<file path="src/e1_global_consts.svh">
// register map, field positions, reset values and timing constants of the global control bank
`ifndef E1_GLOBAL_CONSTS_SVH
`define E1_GLOBAL_CONSTS_SVH

// ==========================================================
// bus geometry
`define ADDR_W           12
`define DATA_W           8

// ==========================================================
// register offsets
`define REG_MONITOR      12'h005
`define REG_GPIO         12'h006
`define REG_REFCLK       12'h007
`define REG_IRQ_SUMMARY  12'h009
`define REG_TIMER_EN     12'h00A
`define REG_TIMER_FLAG   12'h00B
`define REG_CNT_ACCESS   12'h00E
`define REG_CNT_DATA     12'h00F

// ==========================================================
// field positions
`define MON_LO           0
`define MON_HI           3
`define MON_TX_BIT       3
`define DIR_LO           0
`define DIR_HI           1
`define LEVEL_LO         2
`define LEVEL_HI         3
`define RO1_LO           0
`define RO1_HI           2
`define RO2_LO           3
`define RO2_HI           5
`define TIMER_BIT        0
`define CADDR_LO         0
`define CADDR_HI         3
`define CLINK_LO         5
`define CLINK_HI         7

// ==========================================================
// reset values and the monitor off code
`define MON_RST          4'h0
`define DIR_RST          2'h3
`define LEVEL_RST        2'h0
`define PICK_RST         3'h0
`define CADDR_RST        4'h0
`define TAP_OFF          3'h0

// ==========================================================
// timing
`define SECOND_NS        1000000000
`define CLK_PERIOD_NS    10
`define TIMER_W          32

`endif

</file>
<file path="src/e1_global_pkg.sv">
// types shared by the global control bank and its helpers
package e1_global_pkg;

    typedef struct packed
    {
        logic       rx_en;     // receiver of the chosen link bridged to link 1
        logic       tx_en;     // transmitter of the chosen link bridged to link 1
        logic [2:0] link;      // zero-based link index
    } tap_route_type;

    typedef enum logic [3:0]
    {
        CNT_CRC,
        CNT_FRAMING,
        CNT_ALIGN_CHANGE,
        CNT_OUT_OF_FRAME,
        CNT_PATTERN,
        CNT_LINE_CODE,
        CNT_TX_CRC,
        CNT_FAR_END,
        CNT_TX_FAR_END
    } counter_kind_type;

    typedef struct packed
    {
        logic [2:0]       link;       // counter_link_pick, zero-based
        logic [3:0]       addr;       // indirect address
        counter_kind_type kind;       // decoded counter
        logic             high_byte;  // upper byte of a two-byte counter
    } counter_sel_type;

    typedef struct packed
    {
        logic [3:0]      tap_select;
        logic [1:0]      dir;
        logic [1:0]      level;
        logic [2:0]      refclk_a_link_pick;
        logic [2:0]      refclk_b_link_pick;
        logic            second_tick_irq_enable;
        logic            second_tick_flag;
        logic [31:0]     tcnt;
        counter_sel_type csel;
        tap_route_type   tap;
        logic [1:0]      gpio_out;
        logic [1:0]      gpio_oe;
        logic            ref_a;
        logic            ref_b;
        logic            irq;
        logic [7:0]      rdata;
    } regs_type;

endpackage

</file>
<file path="src/bit_sync.sv">
// two flip-flop synchroniser for a vector of independent levels
`timescale 1ns/1ps
`default_nettype none

module bit_sync
#(
    parameter int W = 1
)
(
    input  wire logic         i_clk,     // sampling clock
    input  wire logic         i_rst_n,   // async reset, active low
    input  wire logic [W-1:0] i_d,       // asynchronous levels
    output var  logic [W-1:0] o_q        // synchronised levels
);

    typedef struct packed
    {
        logic [W-1:0] meta;
        logic [W-1:0] safe;
    } sync_type;

    sync_type r_ff;
    sync_type nxt_r;

    // first stage feeds only the second
    always_comb
    begin
        nxt_r.meta = i_d;
        nxt_r.safe = r_ff.meta;
    end

    always_ff @(posedge i_clk or negedge i_rst_n)
    begin
        if (!i_rst_n)
            r_ff <= '0;
        else
            r_ff <= nxt_r;
    end

    assign o_q = r_ff.safe;

endmodule

`default_nettype wire

</file>
<file path="src/e1_global_control_regs.sv">
// global control and status register bank of the eight-link E1 transceiver
//
// Contract
// RULE1: monitor select 0000 or 1000 routes nothing to link 1.
// RULE2: top bit clear, low bits k nonzero: receiver of link k+1 bridged.
// RULE3: top bit set, low bits k nonzero: transmitter of link k+1 bridged.
// RULE4: direction bit 0 makes pin output, 1 input; both reset to 1.
// RULE5: output pin drives its value bit; value bit stays read/write.
// RULE6: input pin: value bit reads pin level, host writes ignored.
// RULE7: reference B carries recovered clock of its picked link without loss.
// RULE8: reference A carries recovered clock of its picked link without loss.
// RULE9: on loss, reference gives master clock or high per link config.
// RULE10: eight read-only bits show a pending interrupt in each link.
// RULE11: free-running one-second timer sets a flag at each second.
// RULE12: writing 1 clears the flag; host acknowledges every expiry.
// RULE13: flag raises interrupt only while its enable bit is 1.
// RULE14: three-bit selector picks the link whose counters are reached.
// RULE15: four-bit address picks one of sixteen indirect counter bytes.
// RULE16: address map assigns the nine counters to their bytes.
// RULE17: read-only data register returns the chosen counter byte.
// RULE18: host writes selector first, then reads data, low byte before high.
// RULE19: reserved bits read zero and ignore writes.
`timescale 1ns/1ps
`default_nettype none
`include "e1_global_consts.svh"

module e1_global_control_regs
#(
    parameter int unsigned SECOND_CYCLES = `SECOND_NS / `CLK_PERIOD_NS
)
(
    input  wire logic                          i_clk,                  // 100 MHz device clock
    input  wire logic                          i_rst_n,                // async reset, active low
    input  wire logic [`ADDR_W-1:0]            i_addr,                 // register address
    input  wire logic [`DATA_W-1:0]            i_wdata,                // write data
    input  wire logic                          i_wr,                   // write strobe
    input  wire logic                          i_rd,                   // read strobe
    output var  logic [`DATA_W-1:0]            o_rdata,                // read data, cycle after strobe
    output var  e1_global_pkg::tap_route_type  o_tap,                  // line monitor routing
    input  wire logic [1:0]                    i_gpio_in,              // general pin levels
    output var  logic [1:0]                    o_gpio_out,             // general pin drive value
    output var  logic [1:0]                    o_gpio_oe,              // general pin drive enable
    input  wire logic [7:0]                    i_rec_clk,              // recovered clock per link
    input  wire logic [7:0]                    i_los,                  // loss of signal per link
    input  wire logic [7:0]                    i_ref_hold_high_on_loss,// per-link loss behaviour
    input  wire logic                          i_mclk,                 // master clock
    output var  logic                          o_ref_clock_out_a,      // reference clock A
    output var  logic                          o_ref_clock_out_b,      // reference clock B
    input  wire logic [7:0]                    i_link_irq_pending,     // per-link interrupt level
    output var  logic                          o_irq,                  // timer interrupt, active high
    output var  e1_global_pkg::counter_sel_type o_counter_sel,         // performance counter select
    input  wire logic [7:0]                    i_counter_read_value    // selected counter byte
);

    import e1_global_pkg::*;

    // ==========================================================
    // reset release and pin synchronisers
    logic        rst_n_s;
    logic [1:0]  gpio_s;
    logic [7:0]  rec_s;
    logic [7:0]  los_s;
    logic [7:0]  hold_s;
    logic        mclk_s;
    logic [7:0]  link_irq_s;

    bit_sync #(.W(1)) u_rst_sync
    (
        .i_clk   (i_clk),
        .i_rst_n (i_rst_n),
        .i_d     (1'b1),
        .o_q     (rst_n_s)
    );

    // recovered clocks are oversampled; edges jitter by one 10 ns period
    bit_sync #(.W(35)) u_pin_sync
    (
        .i_clk   (i_clk),
        .i_rst_n (rst_n_s),
        .i_d     ({i_gpio_in, i_rec_clk, i_los, i_ref_hold_high_on_loss, i_mclk, i_link_irq_pending}),
        .o_q     ({gpio_s, rec_s, los_s, hold_s, mclk_s, link_irq_s})
    );

    // ==========================================================
    // helpers
    function automatic logic pick_ref(input logic [2:0] sel,
                                      input logic [7:0] clk,
                                      input logic [7:0] los,
                                      input logic [7:0] hold,
                                      input logic       mclk);
        logic res;
        res = clk[sel];
        if (los[sel])
            res = hold[sel] ? 1'b1 : mclk;
        return res;
    endfunction

    function automatic counter_kind_type decode_counter(input logic [3:0] a);
        counter_kind_type k;
        k = CNT_CRC;
        unique case (a[3:1])
            3'h0: k = CNT_CRC;
            3'h1: k = CNT_FRAMING;
            3'h2: k = a[0] ? CNT_OUT_OF_FRAME : CNT_ALIGN_CHANGE;
            3'h3: k = CNT_PATTERN;
            3'h4: k = CNT_LINE_CODE;
            3'h5: k = CNT_TX_CRC;
            3'h6: k = CNT_FAR_END;
            3'h7: k = CNT_TX_FAR_END;
        endcase
        return k;
    endfunction

    // ==========================================================
    // state
    regs_type r_ff;
    regs_type nxt_r;
    logic     sec_done;
    logic     wr_gpio;
    logic     wr_flag;

    assign sec_done = (r_ff.tcnt == `TIMER_W'(SECOND_CYCLES - 1));
    assign wr_gpio  = i_wr && (i_addr == `REG_GPIO);
    assign wr_flag  = i_wr && (i_addr == `REG_TIMER_FLAG) && i_wdata[`TIMER_BIT];

    always_comb
    begin
        nxt_r = r_ff;

        // register writes; reserved bits are never stored (see RULE19)
        if (i_wr)
        begin
            unique case (i_addr)
                `REG_MONITOR:
                    nxt_r.tap_select = i_wdata[`MON_HI:`MON_LO];
                `REG_GPIO:
                    nxt_r.dir = i_wdata[`DIR_HI:`DIR_LO];                              // see RULE4
                `REG_REFCLK:
                begin
                    nxt_r.refclk_a_link_pick = i_wdata[`RO1_HI:`RO1_LO];
                    nxt_r.refclk_b_link_pick = i_wdata[`RO2_HI:`RO2_LO];
                end
                `REG_TIMER_EN:
                    nxt_r.second_tick_irq_enable = i_wdata[`TIMER_BIT];
                `REG_CNT_ACCESS:
                begin
                    nxt_r.csel.link = i_wdata[`CLINK_HI:`CLINK_LO];                    // see RULE14
                    nxt_r.csel.addr = i_wdata[`CADDR_HI:`CADDR_LO];                    // see RULE15
                end
                default:
                    nxt_r.tap_select = r_ff.tap_select;
            endcase
        end

        // value bits take a write only while their pin is an output
        for (int i = 0; i < 2; i++)
        begin
            if (wr_gpio && !r_ff.dir[i])
                nxt_r.level[i] = i_wdata[`LEVEL_LO + i];                               // see RULE5
        end

        // free-running second timer; a tick beats a clear in the same cycle
        nxt_r.tcnt = sec_done ? '0 : r_ff.tcnt + `TIMER_W'(1);                         // see RULE11
        if (wr_flag)
            nxt_r.second_tick_flag = 1'b0;                                             // see RULE12
        if (sec_done)
            nxt_r.second_tick_flag = 1'b1;                                             // see RULE11

        // registered outputs
        nxt_r.tap.rx_en = (r_ff.tap_select[2:0] != `TAP_OFF) && !r_ff.tap_select[`MON_TX_BIT]; // see RULE1 RULE2
        nxt_r.tap.tx_en = (r_ff.tap_select[2:0] != `TAP_OFF) && r_ff.tap_select[`MON_TX_BIT];  // see RULE1 RULE3
        nxt_r.tap.link  = r_ff.tap_select[2:0];                                        // see RULE2 RULE3
        nxt_r.gpio_oe   = ~r_ff.dir;                                                   // see RULE4
        nxt_r.gpio_out  = r_ff.level;                                                  // see RULE5
        nxt_r.ref_a     = pick_ref(r_ff.refclk_a_link_pick, rec_s, los_s, hold_s, mclk_s); // see RULE8 RULE9
        nxt_r.ref_b     = pick_ref(r_ff.refclk_b_link_pick, rec_s, los_s, hold_s, mclk_s); // see RULE7 RULE9
        nxt_r.irq       = r_ff.second_tick_flag && r_ff.second_tick_irq_enable;        // see RULE13
        nxt_r.csel.kind      = decode_counter(r_ff.csel.addr);                         // see RULE16
        nxt_r.csel.high_byte = r_ff.csel.addr[0] && (r_ff.csel.addr[3:1] != 3'h2);     // see RULE16

        // read data live only in the cycle after the strobe
        nxt_r.rdata = '0;
        if (i_rd)
        begin
            unique case (i_addr)
                `REG_MONITOR:
                    nxt_r.rdata = {4'h0, r_ff.tap_select};                             // see RULE19
                `REG_GPIO:
                    for (int i = 0; i < 2; i++)
                    begin
                        nxt_r.rdata[`DIR_LO + i]   = r_ff.dir[i];
                        nxt_r.rdata[`LEVEL_LO + i] = r_ff.dir[i] ? gpio_s[i] : r_ff.level[i]; // see RULE6
                    end
                `REG_REFCLK:
                    nxt_r.rdata = {2'h0, r_ff.refclk_b_link_pick, r_ff.refclk_a_link_pick};
                `REG_IRQ_SUMMARY:
                    nxt_r.rdata = link_irq_s;                                          // see RULE10
                `REG_TIMER_EN:
                    nxt_r.rdata = {7'h00, r_ff.second_tick_irq_enable};
                `REG_TIMER_FLAG:
                    nxt_r.rdata = {7'h00, r_ff.second_tick_flag};
                `REG_CNT_ACCESS:
                    nxt_r.rdata = {r_ff.csel.link, 1'b0, r_ff.csel.addr};
                `REG_CNT_DATA:
                    nxt_r.rdata = i_counter_read_value;                                // see RULE17
                default:
                    nxt_r.rdata = '0;
            endcase
        end
    end

    always_ff @(posedge i_clk or negedge rst_n_s)
    begin
        if (!rst_n_s)
        begin
            r_ff                        <= '0;
            r_ff.tap_select             <= `MON_RST;
            r_ff.dir                    <= `DIR_RST;                                   // see RULE4
            r_ff.level                  <= `LEVEL_RST;
            r_ff.refclk_a_link_pick     <= `PICK_RST;
            r_ff.refclk_b_link_pick     <= `PICK_RST;
            r_ff.csel.addr              <= `CADDR_RST;
            r_ff.csel.kind              <= CNT_CRC;
        end
        else
        begin
            r_ff <= nxt_r;
        end
    end

    assign o_rdata           = r_ff.rdata;
    assign o_tap             = r_ff.tap;
    assign o_gpio_out        = r_ff.gpio_out;
    assign o_gpio_oe         = r_ff.gpio_oe;
    assign o_ref_clock_out_a = r_ff.ref_a;
    assign o_ref_clock_out_b = r_ff.ref_b;
    assign o_irq             = r_ff.irq;
    assign o_counter_sel     = r_ff.csel;
endmodule

`default_nettype wire

</file>
<file path="config.mk">
export PLATFORM = sky130hd
export DESIGN_NAME = e1_global_control_regs
export DESIGN_NICKNAME = d
export VERILOG_FILES = /design/src/e1_global_pkg.sv /design/src/bit_sync.sv /design/src/e1_global_control_regs.sv
export VERILOG_INCLUDE_DIRS = /design/src
export SDC_FILE = /design/constraint.sdc
export NUM_CORES = 1
export LEC_CHECK = 0
export BUFFER_PORTS_ARGS = -buffer_cell sky130_fd_sc_hd__buf_2
export CORE_AREA = 5 5 112 114
export DETAILED_ROUTE_END_ITERATION = 10
export DIE_AREA = 0 0 117 119
export PLACE_DENSITY = 0.73
export SLEW_MARGIN = 10
export SYNTH_ARGS = -nofsm -noshare
export SYNTH_HDL_FRONTEND = slang
export SYNTH_HIERARCHICAL = 1
export SYNTH_SLANG_ARGS = --single-unit
</file>
<file path="constraint.sdc">
create_clock -name i_clk -period 6.3 [get_ports i_clk]
set_input_delay 1.89 -clock i_clk [delete_from_list [all_inputs] [get_ports i_clk]]
set_output_delay 1.89 -clock i_clk [all_outputs]
set_load 0.02 [all_outputs]
</file>
# After elaboration in Yosys (flattened, before gate mapping)
# Cells that the tools add are included.
totals:
  register_bits: 152
  out_inout_bits: 32
  in_bits: 67
classes:
  n_eq_ne: 17
  reduce_logical: 20
  mux: 26
  add_sub_neg: 1
  magnitude_cmp: 2
  bitwise: 1
op_table:
  columns: ["op", "count"]
  rows:
  - ["$pmux 4 s8", 2]
  - ["$eq 12x4->1 const B", 5]
  - ["$eq 12x3->1 const B", 3]
  - ["$add 32x1->32 const B", 1]
  - ["$eq 32x27->1 const B", 1]
  - ["$mux 32", 1]
  - ["$bmux 1 s3", 6]
  - ["$pmux 4 s4", 1]
  - ["$mux 1", 15]
  - ["$eq 3x3->1 const B", 4]
  - ["$reduce_and 2->1", 5]
  - ["$logic_and 1x1->1", 9]
  - ["$lt 3x4->1 const B", 2]
  - ["$mux 8", 1]
  - ["$eq 3x2->1 const B", 2]
  - ["$eq 3x1->1 const B", 1]
  - ["$logic_not 1->1", 3]
  - ["$logic_not 3->1", 1]
  - ["$ne 3x2->1 const B", 1]
  - ["$reduce_bool 3->1", 1]
  - ["$not 2->2", 1]
  - ["$reduce_bool 2->1", 1]

# Depth between registers and ports, before layout
# Gate-level depths: netlist (run 1).
depth:
  ltp_word: 5
  mapped_depth: 7

# Modules after synthesis
# Netlist (run 1), hierarchy kept.
modules_own_cells:
  columns: ["module", "cells_each", "instances", "area_per_inst_um2"]
  rows:
  - ["e1_global_control_regs", 413, 1, 4385.5]
  - ["bit_sync at u_pin_sync", 70, 1, 1751.7]
  - ["bit_sync at u_rst_sync", 2, 1, 50.0]

# Least setup slack after synthesis (run 1)
# Ideal clock, no wire load.
synth_timing:
  path_kind: "input to register"
  from: "in i_addr[5]"
  to: "reg r_ff, in the netlist nxt_r[13]"
  setup_ps: 125
  t_arrival_ps: 3218
  cell_stages: 5
  slack_ps: 2957
  n_path_buf: 0
  path_cell_list: "nor4_4 nor3b_4 nand3_1 nor2_1 mux2_2"
synth_via:
  elab_chain_cells: 3
synth_rtl:
  columns: ["item", "line", "text"]
  rows:
  - ["from (decl)", "e1_global_control_regs.sv:34", "input wire logic [`ADDR_W-1:0] i_addr,"]
  - ["$eq 12x3->1", null, null]
  - ["$logic_and 1x1->1", "e1_global_control_regs.sv:123", "assign wr_gpio = i_wr && (i_addr == `REG_GPIO);"]
  - ["$logic_and 1x1->1", "e1_global_control_regs.sv:158", "if (wr_gpio && !r_ff.dir[i])"]
  - ["to (signal assigned)", "e1_global_control_regs.sv:227", "r_ff <= nxt_r;"]
  - ["to (decl)", "e1_global_control_regs.sv:116", "regs_type r_ff;"]
# No other way between the ends.
# A chain may end at the register's enable or synchronous reset.

# Worst setup path in the final report (run 1)
# Ends and elaborated chain as after synthesis.

==> qor.csv, run 1 <==
metric,value,unit
DRT iter0 DRCs,267,
WP data arrival,3.66,ns
clk_lat worst skew,0.41,ns
Initial DRT Pass Iterations,5,
drt total wl,11700,um
PwrDens,285,nW/um2
"Seq/Total Area, Yosys",0.615,
core box area,11300,um2
met2 routed WL,5980,um
area occupied by multi-input gates,2050,um2
"commonest non-fill, non-tap cells in the layout","dfrtp_1, buf_2, nor2_1",
die area,13900,um2
Yosys reg bits,152,
hold path start,u_pin_sync/nxt_r[33],
number of synthesized flops with an enable pin,0,
Synth Area per Inst,12.8,um2
"Clk pin slew, worst setup/hold paths",0.06,ns
CP startpoint,i_addr[5],
max-cap violations,0,
max-slew violation count,0,
CTS tree,yes,
Final Critical Period,3.37,ns
RSZ-0062 raised after global routing,false,
Nets,625,
"Top FF cell, synth",dfrtp_1,
# DRC,0,
hold_ws,0.346,ns
Global Route Usage Sum,0.181,
DR vias/cell,5.44,
maximum vdd drop,0.000205,V
Max Buffers Root-to-Sink,2,
root buf cell,clkbuf_16,
setup violators final,0,
"Net Count, Synth",553,
reg2reg start,r_ff[34],
Antenna Cells,0,
DR WL/cell,16.5,um
GP Congestion,0.887,
I/O Buffers,98,
M1 wire length,4670,um
Final HPWL DP,8290,um
layout cells sized above 1,0.314,
vias in the first global route,4015,
uppermost layer routed,met4,
Max H-tree Level,4,
CP Capture Type,flop,
largest net degree at the start of global routing,89,
Reg area,3810,um2
Least-Margin Pin Slew,1.04,ns
"commonest non-fill, non-tap cell in the layout",dfrtp_1,
R2R setup slack,4.21,ns
fillers,880,
Synth Cell Area,6190,um2
Yosys Warn Count,6,
num ports,99,
crit-path max FO,9,
CP startpoint kind,input pin,
post-CTS sizing,0,
Slew Limit Headroom,0.304,
met3 WL,880,um
result of the run,finished clean,
first-pass GRT wire length,19800,um
chip height,119,um
Synth async-reset ratio,1.00,
CTS Buf Count,17,
Post-CTS Hold Buffers,0,
maximum clock frequency,0.297,GHz
fin crit share,0.535,
Critical Path RT,6.59,ns
Pleak,3.33,nW
"Hold Vio Cnt, Final",0,
initial antenna violation count,0,
Area Overhead vs Synth,15.3,%
min-delay worst type,reg -> reg,
DR vias,3880,
GR Overflow Total,0,
Yosys cell types,55,
initial core utilization,0.547,
Rows,39,
Die Width,117,um
clock skew,0.00949,ns
Fin Setup TNS,0,ns
clk sinks,152,
CP Class,in -> reg,
antenna-violating nets left,0,
Post-CTS Setup Inserts,0,
Syn Inst Count,485,
synth_stat cells, types with 3 or more instances:
master    number  area [um2]
a21oi_1       16        80.1
or3_1          3        18.8
nand3_1       25         125
nand4_1       13        81.3
dfrtp_1      150        3750
nor4_1         4        25.0
nor3_1         7        35.0
clkbuf_1      10        37.5
a32oi_1        5        43.8
mux2i_1       20         200
buf_2          3        15.0
nand2_1       31         116
and3_1         6        37.5
inv_1          8        30.0
nand3b_1       5        37.5
mux2_2        25         282
nor2b_1        5        31.3
nor2_1        33         124
mux4_2         8         180
a22o_1         5        43.8
o21ai_0       11        55.1
buf_4         30         225
xnor2_1       11        96.3
xor2_1        11        96.3
final cells by class:
class / instances / area share
Sequential cell: 152 / 0.534
Multi-Input combinational cell: 279 / 0.288
Timing Repair Buffer: 99 / 0.0698
Clock buffer: 20 / 0.0626
Tap cell: 143 / 0.0251
Clock inverter: 12 / 0.0167
Inverter: 8 / 0.00421
metal layers:
layer / up-vias / global-route usage
met5: - / 0
met1: 1888 / 0.229
li1: 1813 / -
met3: 21 / 0.0507
met4: 0 / 0.0638
met2: 158 / 0.300
cell families after synthesis:
kind of cell             share of synthesized area
AO/OA/AOI/OAI                               0.0528
XOR/XNOR                                    0.0311
adder cells (fa/ha/maj)                    0.00202
buffers and inverters                       0.0530
flip-flops                                   0.615
multiplexers                                 0.107
other                                     0.000606
AND/OR/NAND/NOR                              0.138
worst max-delay path: stages:
cell and delay (ns):
buf_2 0.11, nor4_4 0.49, nor3b_4 0.40, nand3_1 0.25, nor2_1 0.16, mux2_2 0.34
state kept, by name (all words and copies together), names as in the netlist:
| register | flops |
|---|---|
| r_ff | 43 |
| o_rdata | 8 |
| o_irq | 1 |
| nxt_r | 5 |
| o_gpio_oe | 2 |
| o_tap | 5 |
| o_gpio_out | 2 |
| u_rst_sync/nxt_r | 1 |
| o_ref_clock_out_b | 1 |
| o_ref_clock_out_a | 1 |
| o_counter_sel | 12 |
| u_rst_sync/o_q | 1 |
| u_pin_sync/o_q | 35 |
| u_pin_sync/nxt_r | 35 |
where the power goes:
part | internal (mW) | switching [mW] | leakage [nW]
clock | 0.561 | 0.394 | 0.274
combinational | 0.0273 | 0.0341 | 1.14
sequential | 1.00 | 0.0173 | 1.92
worst paths after layout:
path / endpoint / depth (start not counted)
setup / recovery: nxt_r[13] / 6
hold / removal: u_pin_sync/o_q[33] / 0
setup reg to reg: r_ff[61] / 5
hold reg to reg: u_pin_sync/o_q[33] / 0
max in group asynchronous: o_rdata[3] / 1
min in group asynchronous: u_pin_sync/nxt_r[15] / 0
stage by stage:
step,utilization,instance area (um2),instances,total power [mW],worst slack (ns)
after global routing,0.630,7140,713,2.12,2.85
final,0.630,7140,713,2.04,2.93
after global placement,0.580,6570,681,1.10,2.60
after floorplan,-,6190,485,1.06,1.75
after CTS,0.630,7140,713,2.06,2.96
after detailed placement,0.580,6570,681,1.10,2.52
(Power assumes the default switching activity.)
==> inputs of run 2 (changes only) <==
--- a/config.mk
+++ b/config.mk
@@ -7,10 +7,10 @@
 export NUM_CORES = 1
 export LEC_CHECK = 0
 export BUFFER_PORTS_ARGS = -buffer_cell sky130_fd_sc_hd__buf_2
-export CORE_AREA = 5 5 112 114
+export CORE_AREA = 5 5 117 119
 export DETAILED_ROUTE_END_ITERATION = 10
-export DIE_AREA = 0 0 117 119
-export PLACE_DENSITY = 0.73
+export DIE_AREA = 0 0 122 124
+export PLACE_DENSITY = 0.7
 export SLEW_MARGIN = 10
 export SYNTH_ARGS = -nofsm -noshare
 export SYNTH_HDL_FRONTEND = slang
==> constraint.sdc (replaced) <==
create_clock -name i_clk -period 2.9 [get_ports i_clk]
set_input_delay 0.87 -clock i_clk [delete_from_list [all_inputs] [get_ports i_clk]]
set_output_delay 0.87 -clock i_clk [all_outputs]
set_load 0.02 [all_outputs]
==> run 2 against run 1 <==
Compared with the run above:
- core utilization is 5.3 points lower
- critical path depth is 2 lower
- final area is 0.88% higher
- global-route usage fell by 0.94 points
- worst setup slack got worse by 2.1 ns
- via count down 0.46%
- hold slack lost 0.12 ns
- sequential share of layout area fell by 0.46 points
- die area rose by 8.7%
- cell count up 4.9%
- combinational power grew 140%
- critical endpoint is now nxt_r[17]
- largest power group unchanged
==> qor.csv, run 2 (synthesis results as in run 1) <==
metric,value,unit
result of the run,finished clean,
Die Width,122,um
worst reg-to-reg path cell count,5,
Fin Setup TNS,0,ns
"Clk pin slew, worst setup/hold paths",0.06,ns
Nets,631,
Least-Margin Pin Slew,0.659,ns
max FFs per register,43,
num ports,99,
Max Buffers Root-to-Sink,2,
I/O Buffers,98,
Final Critical Period,2.10,ns
Post-CTS Hold Buffers,0,
WP data arrival,2.41,ns
largest net degree at the start of global routing,50,
Critical Path RT,3.20,ns
first-pass GRT wire length,19800,um
Max H-tree Level,4,
drt total wl,11900,um
# DRC,0,
antenna-violating nets left,0,
vias in the first global route,4067,
Initial DRT Pass Iterations,8,
Biggest register,r_ff,
core box area,12500,um2
layout cells sized above 1,0.313,
DR vias/cell,5.16,
root buf cell,clkbuf_16,
max-cap violations,0,
PwrDens,602,nW/um2
maximum clock frequency,0.476,GHz
clk sinks,152,
Final HPWL DP,8800,um
Post-CTS Setup Inserts,0,
die area,15100,um2
"Hold Vio Cnt, Final",0,
fin crit share,0.724,
CTS Buf Count,17,
crit-path max FO,11,
"commonest non-fill, non-tap cell in the layout",dfrtp_1,
Global Route Usage Sum,0.172,
min-delay worst type,in -> async,
CP startpoint kind,input pin,
fin worst setup slack,0.799,ns
CTS tree,yes,
GR Overflow Total,0,
max-slew violation count,0,
"commonest non-fill, non-tap cells in the layout","dfrtp_1, buf_2, nor2_1",
CP Capture Type,flop,
initial core utilization,0.496,
maximum vdd drop,0.000450,V
RSZ-0062 raised after global routing,false,
Area Overhead vs Synth,16.3,%
DR WL/cell,15.9,um
pre-CTS setup slack,0.363,ns
Antenna Cells,0,
chip height,124,um
CP Class,in -> reg,
initial antenna violation count,0,
Slew Limit Headroom,0.557,
post-CTS sizing,0,
fillers,1021,
GP Congestion,0.909,
setup violators final,0,
clock skew,0.00860,ns
hold_ws,0.225,ns
Pleak,3.35,nW
clk_lat worst skew,0.42,ns
Rows,41,
DR vias,3862,
DRT iter0 DRCs,230,
-- run 2: cell types whose count changed in the layout (fill, tap and decap cells not counted), sizes merged --
cell      before  now
buf           99  105
inv           13    8
clkbuf        20   24
clkinv         4    6
clkinvlp       2    1
-- run 2: path summary, 6_finish.rpt --
path                                           end  slack, ns                 start
worst max-delay path                     nxt_r[17]       0.80             i_addr[0]
worst min-delay path                u_rst_sync/o_q       0.22               i_rst_n
worst max register to register            r_ff[58]       0.82              r_ff[40]
worst min register to register  u_pin_sync/o_q[12]       0.35        u_rst_sync/o_q
max in group asynchronous                 r_ff[74]       1.77        u_rst_sync/o_q
min in group i_clk              u_pin_sync/o_q[22]       0.35  u_pin_sync/nxt_r[22]
-- run 2: metrics by stage --
stage | utilization | instances | power [mW] | cell area [um2]
after global placement | 0.535 | 716 | 2.39 | 6660
after CTS | 0.577 | 748 | 4.39 | 7200
final | 0.577 | 748 | 4.34 | 7200
after global routing | 0.577 | 748 | 4.50 | 7200
after detailed placement | 0.535 | 716 | 2.40 | 6660
after floorplan | - | 485 | 2.31 | 6190
-- run 2: final cells by class --
class	count	area, um2	area share
multi-input cells	279	2050	0.285
clock buffers	24	452	0.0627
clock inverters	8	82.6	0.0115
flip-flops and latches	152	3810	0.529
repair buffers	105	556	0.0772
inverters	8	30.0	0.00417
well taps	172	215	0.0299
-- run 2: per-layer routing --
metal | vias to the layer above | wire length (um) | track usage
met5 | - | 0 | 0
met4 | 0 | 246 | 0.0833
met3 | 20 | 705 | 0.0441
met2 | 117 | 6020 | 0.287
met1 | 1892 | 4950 | 0.210
li1 | 1833 | - | -
-- run 2: worst max-delay path: stages --
cell	delay (ns)
buf_2	0.25
nor2b_1	0.53
and4_1	0.39
mux2_2	0.36
-- run 2: power breakdown --
group          switching, mW  total, mW  internal, mW  leakage, nW
logic                 0.0808      0.145        0.0645         1.17
clock network          0.797       1.98          1.18        0.256
registers             0.0348       2.21          2.18         1.92
